[src/hdl/ccg_pkg.sv]
// Shared constants, strap carrier and state encoding for the clock gating block.
// Assumes a 100 MHz system clock and a reference oscillator near 14.318 MHz.
package ccg_pkg;

   ////////////////////////////////////////////////////////////////////////////////
   // Rates and times
   localparam int CLK_MHZ = 100;
   localparam int REF_KHZ = 14318;
   localparam int STRAP_TIME_US = 2000;
   // Longest strap window, counted in reference edges, rounded down
   localparam int STRAP_REF_EDGES = STRAP_TIME_US * REF_KHZ / 1000;
   // Toggle rate of the 48 MHz output, averaged by a phase accumulator
   localparam int USB_TOGGLE_MHZ = 96;
   localparam logic [6:0] ACC_STEP = 7'(USB_TOGGLE_MHZ);
   localparam logic [6:0] ACC_WRAP = 7'(CLK_MHZ);

   ////////////////////////////////////////////////////////////////////////////////
   // Dual-purpose pin positions
   localparam int PIN_USB_FS0 = 0;
   localparam int PIN_SIO_FS1 = 1;
   localparam int PIN_REFB_FS2 = 2;
   localparam int PIN_PCI_CLK_GATED_SEL_BIT3 = 3;
   localparam int PIN_PCIF_MODE = 4;
   localparam int DUAL_PINS = 5;

   // Synchroniser positions
   localparam int SY_OSC = 5;
   localparam int SY_STOP = 6;
   localparam int SY_PIN2 = 7;
   localparam int SY_W = 8;

   ////////////////////////////////////////////////////////////////////////////////
   // Strap carrier and reset value
   typedef struct packed {
      logic mode;
      logic [3:0] fs;
   } ccg_strap_t;
   localparam ccg_strap_t STRAP_RST = 5'h00;
   localparam logic MODE_STOP_PIN = 1'h0;

   typedef enum logic {
      ST_STRAP = 1'b0,
      ST_RUN = 1'b1
   } ccg_state_t;

   // PCI divide ratio from the select code
   function automatic logic [2:0] ccg_pci_ratio(input logic [3:0] code);
      logic [2:0] r;
      r = 3'h2;
      if (code[3:2] == 2'h3)
         r = 3'h4;
      else if (code[3:2] != 2'h0 || code == 4'h0)
         r = 3'h3;
      return r;
   endfunction

endpackage

[src/hdl/ccg_clock_ctrl.sv]
// Strap capture, output clock generation and stop gating of the clock synthesizer.
// Assumes pins and the oscillator are asynchronous; serial overrides come from logic on clk_in.
`timescale 1ns/10ps
module ccg_clock_ctrl #(
   parameter int STRAP_EDGES = ccg_pkg::STRAP_REF_EDGES
) (
   input wire logic clk_in,
   input wire logic rst_n_in,
   input wire logic osc_in,
   input wire logic clk_stop_n_in,
   input wire logic serial_sel_in,
   input wire logic [3:0] serial_code_in,
   input wire logic [4:0] dual_pin_in,
   input wire logic ref_clk_a_in,
   output logic [4:0] dual_pin_out,
   output logic [4:0] dual_pin_oe_n_out,
   output logic ref_clk_a_out,
   output logic ref_clk_a_oe_n_out,
   output logic osc_out_out,
   output logic cpu_clk_free_out,
   output logic cpu_clk_gated_out,
   output logic intr_ctrl_clk_out,
   output logic [3:0] pci_clk_gated_upper_out,
   output logic [3:0] freq_select_code_out,
   output logic mode_out,
   output logic strap_done_out
);

   localparam int CW = $clog2(STRAP_EDGES + 1);
   localparam logic [CW-1:0] EDGE_LAST = CW'(STRAP_EDGES - 1);

   ////////////////////////////////////////////////////////////////////////////////
   // Two-flop synchroniser for every asynchronous input
   logic [ccg_pkg::SY_W-1:0] sy1_reg;
   logic [ccg_pkg::SY_W-1:0] sy2_reg;

   always_ff @(posedge clk_in or negedge rst_n_in)
   begin
      if (!rst_n_in)
      begin
         sy1_reg <= '0;
         sy2_reg <= '0;
      end
      else
      begin
         sy1_reg <= {ref_clk_a_in, clk_stop_n_in, osc_in, dual_pin_in};
         sy2_reg <= sy1_reg;
      end
   end

   logic osc_s;
   logic stop_s;
   assign osc_s = sy2_reg[ccg_pkg::SY_OSC];
   assign stop_s = sy2_reg[ccg_pkg::SY_STOP];

   ////////////////////////////////////////////////////////////////////////////////
   // Strap window, straps and reference phase
   ccg_pkg::ccg_state_t state_reg, state_next;
   logic [CW-1:0] edge_cnt_reg, edge_cnt_next;
   ccg_pkg::ccg_strap_t strap_reg, strap_next;
   logic osc_q_reg, osc_q_next;
   logic osc_rise;

   assign osc_rise = osc_s & ~osc_q_reg;

   // Pins stay released while reference edges are counted; levels caught once at the end
   always_comb
   begin
      state_next = state_reg;
      edge_cnt_next = edge_cnt_reg;
      strap_next = strap_reg;
      osc_q_next = osc_s;
      case (state_reg)
         ccg_pkg::ST_STRAP:
         begin
            if (osc_rise)
            begin
               edge_cnt_next = edge_cnt_reg + CW'(1);
               if (edge_cnt_reg == EDGE_LAST)
               begin
                  strap_next = sy2_reg[ccg_pkg::DUAL_PINS-1:0];
                  state_next = ccg_pkg::ST_RUN;
               end
            end
         end
         ccg_pkg::ST_RUN: strap_next = strap_reg;
         default: state_next = ccg_pkg::ST_STRAP;
      endcase
   end

   always_ff @(posedge clk_in or negedge rst_n_in)
   begin
      if (!rst_n_in)
      begin
         state_reg <= ccg_pkg::ST_STRAP;
         edge_cnt_reg <= '0;
         strap_reg <= ccg_pkg::STRAP_RST;
         osc_q_reg <= 1'b0;
      end
      else
      begin
         state_reg <= state_next;
         edge_cnt_reg <= edge_cnt_next;
         strap_reg <= strap_next;
         osc_q_reg <= osc_q_next;
      end
   end

   logic done;
   logic stop_pin_mode;
   assign done = (state_reg == ccg_pkg::ST_RUN);
   assign stop_pin_mode = done && (strap_reg.mode == ccg_pkg::MODE_STOP_PIN);

   ////////////////////////////////////////////////////////////////////////////////
   // CPU and PCI phase, 48/24 MHz dividers, PCI stop sampling
   logic cpu_ph_reg, cpu_ph_next;
   logic [2:0] pci_cnt_reg, pci_cnt_next;
   logic pci_ph_reg, pci_ph_next;
   logic pci_smp_reg, pci_smp_next;
   logic [6:0] acc_reg, acc_next;
   logic [7:0] acc_sum;
   logic usb_reg, usb_next;
   logic sio_reg, sio_next;
   logic [2:0] ratio;
   logic [3:0] code;
   logic pci_start;

   // Serial selection overrides the strap code
   assign code = serial_sel_in ? serial_code_in : strap_reg.fs;
   assign ratio = ccg_pkg::ccg_pci_ratio(code);

   // PCI period is 2*ratio system cycles, i.e. ratio CPU periods; free clocks never stop
   always_comb
   begin
      cpu_ph_next = ~cpu_ph_reg;
      pci_cnt_next = pci_cnt_reg + 3'h1;
      // Compared at four bits: twice a ratio of four does not fit the counter width
      if ({1'b0, pci_cnt_reg} >= {ratio, 1'b0} - 4'h1)
         pci_cnt_next = 3'h0;
      pci_ph_next = (pci_cnt_next < ratio);
      pci_start = (pci_cnt_next == 3'h0);
      pci_smp_next = pci_smp_reg;
      if (pci_start)
         pci_smp_next = stop_pin_mode ? sy2_reg[ccg_pkg::SY_PIN2] : 1'b1;
      // Sum kept one bit wider: 99 plus 96 would wrap a 7-bit accumulator and lose toggles
      acc_sum = {1'b0, acc_reg} + {1'b0, ccg_pkg::ACC_STEP};
      acc_next = acc_sum[6:0];
      usb_next = usb_reg;
      if (acc_sum >= {1'b0, ccg_pkg::ACC_WRAP})
      begin
         acc_next = 7'(acc_sum - {1'b0, ccg_pkg::ACC_WRAP});
         usb_next = ~usb_reg;
      end
      sio_next = (usb_next & ~usb_reg) ? ~sio_reg : sio_reg;
   end

   always_ff @(posedge clk_in or negedge rst_n_in)
   begin
      if (!rst_n_in)
      begin
         cpu_ph_reg <= 1'b0;
         pci_cnt_reg <= 3'h0;
         pci_ph_reg <= 1'b0;
         pci_smp_reg <= 1'b1;
         acc_reg <= 7'h00;
         usb_reg <= 1'b0;
         sio_reg <= 1'b0;
      end
      else
      begin
         cpu_ph_reg <= cpu_ph_next;
         pci_cnt_reg <= pci_cnt_next;
         pci_ph_reg <= pci_ph_next;
         pci_smp_reg <= pci_smp_next;
         acc_reg <= acc_next;
         usb_reg <= usb_next;
         sio_reg <= sio_next;
      end
   end

   ////////////////////////////////////////////////////////////////////////////////
   // Whole-cycle gates; a mid-cycle stop waits for the next cycle start, or for the start after it on PCI
   logic cpu_run;
   logic apic_run;
   logic pci_run;
   logic [4:0] pci_g;

   ccg_gate #(.W(1)) u_cpu_gate (
      .clk_in(clk_in),
      .rst_n_in(rst_n_in),
      .start_in(~cpu_ph_reg),
      .run_in(stop_s),
      .src_next_in(cpu_ph_next),
      .gated_out(cpu_clk_gated_out),
      .run_out(cpu_run)
   );

   ccg_gate #(.W(1)) u_apic_gate (
      .clk_in(clk_in),
      .rst_n_in(rst_n_in),
      .start_in(osc_s & ~osc_q_reg),
      .run_in(stop_s),
      .src_next_in(osc_s),
      .gated_out(intr_ctrl_clk_out),
      .run_out(apic_run)
   );

   // The sample taken at this start steers the next cycle, not this one
   ccg_gate #(.W(5)) u_pci_gate (
      .clk_in(clk_in),
      .rst_n_in(rst_n_in),
      .start_in(pci_start),
      .run_in(pci_smp_reg),
      .src_next_in(pci_ph_next),
      .gated_out(pci_g),
      .run_out(pci_run)
   );

   ////////////////////////////////////////////////////////////////////////////////
   // Reference copies and pin drivers; drivers enable only after straps are caught
   logic ref_reg;
   logic done_reg;
   logic [4:0] oe_n_reg;
   logic ref_oe_n_reg;
   logic osc_out_reg;

   // Enables registered so that no pin driver sees a decode glitch
   always_ff @(posedge clk_in or negedge rst_n_in)
   begin
      if (!rst_n_in)
      begin
         ref_reg <= 1'b0;
         done_reg <= 1'b0;
         oe_n_reg <= 5'h1f;
         ref_oe_n_reg <= 1'b1;
         osc_out_reg <= 1'b1;
      end
      else
      begin
         ref_reg <= osc_s;
         done_reg <= done;
         oe_n_reg <= {5{~done}};
         ref_oe_n_reg <= ~(done & strap_reg.mode);
         osc_out_reg <= ~osc_s;
      end
   end

   assign dual_pin_out = {pci_ph_reg, pci_g[0], ref_reg, sio_reg, usb_reg};
   assign dual_pin_oe_n_out = oe_n_reg;
   assign ref_clk_a_out = ref_reg;
   assign ref_clk_a_oe_n_out = ref_oe_n_reg;
   assign osc_out_out = osc_out_reg;
   assign cpu_clk_free_out = cpu_ph_reg;
   assign pci_clk_gated_upper_out = pci_g[4:1];
   assign freq_select_code_out = strap_reg.fs;
   assign mode_out = strap_reg.mode;
   assign strap_done_out = done_reg;
endmodule

[src/hdl/ccg_gate.sv]
// Whole-cycle clock gate: the run decision changes only at the start of a clock cycle.
// Assumes start_in pulses in the cycle before the source rises and src_next_in is its next level.
`timescale 1ns/10ps
module ccg_gate #(
   parameter int W = 1
) (
   input wire logic clk_in,
   input wire logic rst_n_in,
   input wire logic start_in,
   input wire logic run_in,
   input wire logic src_next_in,
   output logic [W-1:0] gated_out,
   output logic run_out
);

   logic run_reg;
   logic run_next;
   logic [W-1:0] gated_reg;
   logic [W-1:0] gated_next;

   ////////////////////////////////////////////////////////////////////////////////
   // A stop at a cycle start leaves the previous cycle complete; a start gives a full first pulse
   always_comb
   begin
      run_next = start_in ? run_in : run_reg;
      gated_next = {W{src_next_in & run_next}};
   end

   // Registers only
   always_ff @(posedge clk_in or negedge rst_n_in)
   begin
      if (!rst_n_in)
      begin
         run_reg <= 1'b0;
         gated_reg <= '0;
      end
      else
      begin
         run_reg <= run_next;
         gated_reg <= gated_next;
      end
   end

   assign gated_out = gated_reg;
   assign run_out = run_reg;

endmodule

[config.mk]
export PLATFORM = sky130hd
export DESIGN_NAME = ccg_clock_ctrl
export DESIGN_NICKNAME = d
export VERILOG_FILES = /design/src/hdl/ccg_pkg.sv /design/src/hdl/ccg_clock_ctrl.sv /design/src/hdl/ccg_gate.sv
export SDC_FILE = /design/constraint.sdc
export NUM_CORES = 1
export LEC_CHECK = 0
export BUFFER_PORTS_ARGS = -buffer_cell sky130_fd_sc_hd__buf_4
export CAP_MARGIN = 5
export CELL_PAD_IN_SITES_DETAIL_PLACEMENT = 0
export CELL_PAD_IN_SITES_GLOBAL_PLACEMENT = 1
export CORE_MARGIN = 3
export CORE_UTILIZATION = 45
export CTS_CLUSTER_SIZE = 14
export DETAILED_ROUTE_END_ITERATION = 6
export PLACE_DENSITY = 0.86
export SYNTH_ARGS = -nofsm -noshare
export SYNTH_HDL_FRONTEND = slang
export SYNTH_SLANG_ARGS = --single-unit
[constraint.sdc]
create_clock -name clk_in -period 3.5 [get_ports clk_in]
set_input_delay 0.175 -clock clk_in [delete_from_list [all_inputs] [get_ports clk_in]]
set_output_delay 0.175 -clock clk_in [all_outputs]
set_load 0.01 [all_outputs]
==> impl_metrics.env <==
export IMPL_final_area_um2=3040
export IMPL_maxSlewViolCount=0
export IMPL_synth_edff_count=0
export IMPL_nFillCells=445
export IMPL_leakagePower_nw=1.532
export IMPL_hold_slack_ns=0.2507
export IMPL_synth_simple_area_share_pct=11.58
export IMPL_relSlewSlack_pct=52.14
export IMPL_ys_flop_type="dfrtp_1"
export IMPL_ctsLongestPathBuffers=2
export IMPL_drt_total_wl_um=3799
export IMPL_wl_per_cell_um=12.29
export IMPL_cp_required_ns=3.76
export IMPL_post_route_min_period_ns=2.685
export IMPL_max_freq_mhz=372.4
export IMPL_powerDensity_nw_per_um2=598.4
export IMPL_synth_commonest_cells="dfrtp_1 (56), buf_4 (12), inv_1 (12)"
export IMPL_synth_seq_area_share_pct=61.43
export IMPL_synth_avg_cell_area_um2=13.18
export IMPL_largest_reg_flops=15
export IMPL_vias=1458
export IMPL_synth_top_area_share_pct=57.14
export IMPL_postCtsSetupRepairBufs=0
export IMPL_grt_pass1_wl_um=6444
export IMPL_cts_buffers=9
export IMPL_synth_top_family_by_area="simple AND/OR/NAND/NOR gates"
export IMPL_io_buffers=40
export IMPL_synthXorXnorAreaFrac_pct=7.143
export IMPL_n_antenna_cell=0
export IMPL_tns_ns=0
export IMPL_insertion_delay_ns=0.33
export IMPL_ff_latch_area_um2=1506
export IMPL_drt_pass1_iterations=4
export IMPL_pin_count=41
export IMPL_start_util_pct=47.12
export IMPL_synth_most_common_cell="dfrtp_1"
export IMPL_fin_skew_ns=0.004685
export IMPL_htree_levels=3
export IMPL_syn_inst=186
export IMPL_worst_slew_pin_slew_ns=0.7179
export IMPL_setup_viol=0
export IMPL_dp_final_hpwl_um=2602
export IMPL_worst_setup_path_end_kind="flip-flop"
export IMPL_cp_max_fo=4
export IMPL_grt_max_degree=61
export IMPL_syn2layout_area_growth_pct=23.98
export IMPL_worstHoldPathType="in -> reg"
export IMPL_fin_crit_sh_pct=76.72
export IMPL_synth_area_leaders="dfrtp_1 (57%), ha_1 (5.6%), dfstp_2 (4.3%)"
export IMPL_synth_cell_type_count=35
export IMPL_core_area_um2=5205
export IMPL_dieArea_um2=6371
export IMPL_via_per_inst=4.718
export IMPL_finalNetCount=260
export IMPL_hold_viol_final=0
export IMPL_syn_cell_area_um2=2452
export IMPL_place_congestion=0.7219
export IMPL_synthMuxAreaShare_pct=3.827
export IMPL_crit_type="reg -> reg"
export IMPL_globalRouteOverflowTotal=0
export IMPL_root_buffer="clkbuf_8"
export IMPL_yosysWarnings=0
export IMPL_first_iter_violations=74
export IMPL_syn_num_nets=212
export IMPL_grt_pass1_vias=1427
export IMPL_cts_tree="built"
export IMPL_placed_area_um2=2750
export IMPL_synth_seq_cells=60
export IMPL_die_w_um=79.82
export IMPL_peakVddDrop_mv=0.3761
export IMPL_crit_arrival_ns=2.95
export IMPL_clock_sinks=60
export IMPL_die_y_um=79.82
export IMPL_crit_path_start_kind="flip-flop"
export IMPL_async_flop_share_pct=100.0
export IMPL_num_rows=26
export IMPL_antenna_found_initial=0
export IMPL_drtAntennaViolNets=0
export IMPL_track_usage_pct=13.44
export IMPL_clk_pin_slew_worst_paths_ns=0.06
export IMPL_drive_above_1_share_pct=30.54
export IMPL_drc=0
export IMPL_synth_compound_area_share_pct=4.898
export IMPL_synthAdderAreaFrac_pct=5.612
export IMPL_status="finished clean"
export IMPL_maxCapViolations=0
export IMPL_rsz0062_at_grt="false"
export IMPL_multi_input_area_um2=810.8
export IMPL_synth_area_leader_cell="dfrtp_1"
==> repair_timing <==
item,in CTS,in global routing
gates resized for setup,0,0
endpoints found under the hold margin,64,0
hold buffers,9,0
==> through the flow <==
| step | std cells | worst slack, ns | utilization, % | total power [mW] |
|---|---|---|---|---|
| floorplan | 186 | 1.027 | - | 1.121 |
| global placement | 284 | 0.9283 | 52.84 | 1.213 |
| detailed placement | 284 | 0.8627 | 52.84 | 1.222 |
| CTS | 309 | 0.8086 | 58.41 | 1.843 |
| global route | 309 | 0.5977 | 58.41 | 1.932 |
| finish | 309 | 0.8149 | 58.41 | 1.819 |
==> area by class of cell <==
cell class	instances	area share, %
sequential	60	49.55
multi-input combinational	102	26.67
timing repair buffer	49	12.84
clock buffer	16	6.584
tap	70	2.881
inverter	12	1.481
==> metal layers <==
metal  track usage, %  part of all wire, %  vias up
met1            16.67                   46      702
met2            19.78                   46       36
met3            5.530                  6.5        6
li1                 -                    -      714
met4            7.601                  1.8        0
met5                0                    0        -
==> power by group <==
part	switching, mW	internal (mW)	leakage (nW)
logic	0.191	0.195	0.690
registers	0.0619	0.772	0.739
clock network	0.245	0.355	0.103
==> final timing paths <==
check	from	endpoint	slack, ns	cells after the start
setup / recovery	freq_select_code_out[2]	u_pci_gate.gated_out[0]	0.81	12
hold / removal	serial_code_in[1]	pci_ph_reg	0.25	4
setup reg to reg	freq_select_code_out[2]	u_pci_gate.gated_out[0]	0.81	12
hold reg to reg	sy1_reg[4]	sy2_reg[4]	0.34	0
max in group asynchronous	rst_n_in	sy1_reg[3]	2.58	2
min in group asynchronous	rst_n_in	edge_cnt_reg[8]	0.45	2
==> worst max-delay path, stage by stage, from the launching register on <==
cell      delay, ns
dfrtp_1        0.40
nor3_1         0.18
o21ai_0        0.14
nand2_1        0.12
nor2_1         0.06
ha_1           0.28
a21o_1         0.22
a211oi_1       0.33
ha_1           0.31
a21o_1         0.20
nor2_1         0.08
nand4_1        0.14
a21boi_2       0.16
==> kinds of logic after synthesis <==
logic type      Yosys count
flops                    60
simple gates             47
buf+inv                  24
xor+xnor                 20
compound gates           16
fa+ha+maj                11
mux                       8
==> cell usage in the layout, fill, tap and decap left out <==
cell	n
dlygate4sd3_1	9
xnor2_1	10
nor2b_1	2
a21oi_1	2
a211oi_1	3
nor2_1	7
o21ai_2	1
dfstp_2	4
nor3_1	2
mux2_2	7
ha_1	11
and3_1	7
nor3b_1	1
nor4_1	1
nand4_1	5
dfrtp_1	56
clkbuf_1	2
and4b_1	2
a21boi_2	1
nor3_4	1
buf_4	40
mux2_4	1
a221oi_2	1
and4bb_2	1
clkbuf_8	14
nand2b_1	2
and2_1	1
xor2_1	10
and3_4	1
and2b_1	1
a21o_1	3
nand3_1	4
nand2_1	8
inv_1	12
o21ai_0	3
nand3_2	1
o31ai_1	1
o211ai_1	1
(Power assumes the default switching activity.)
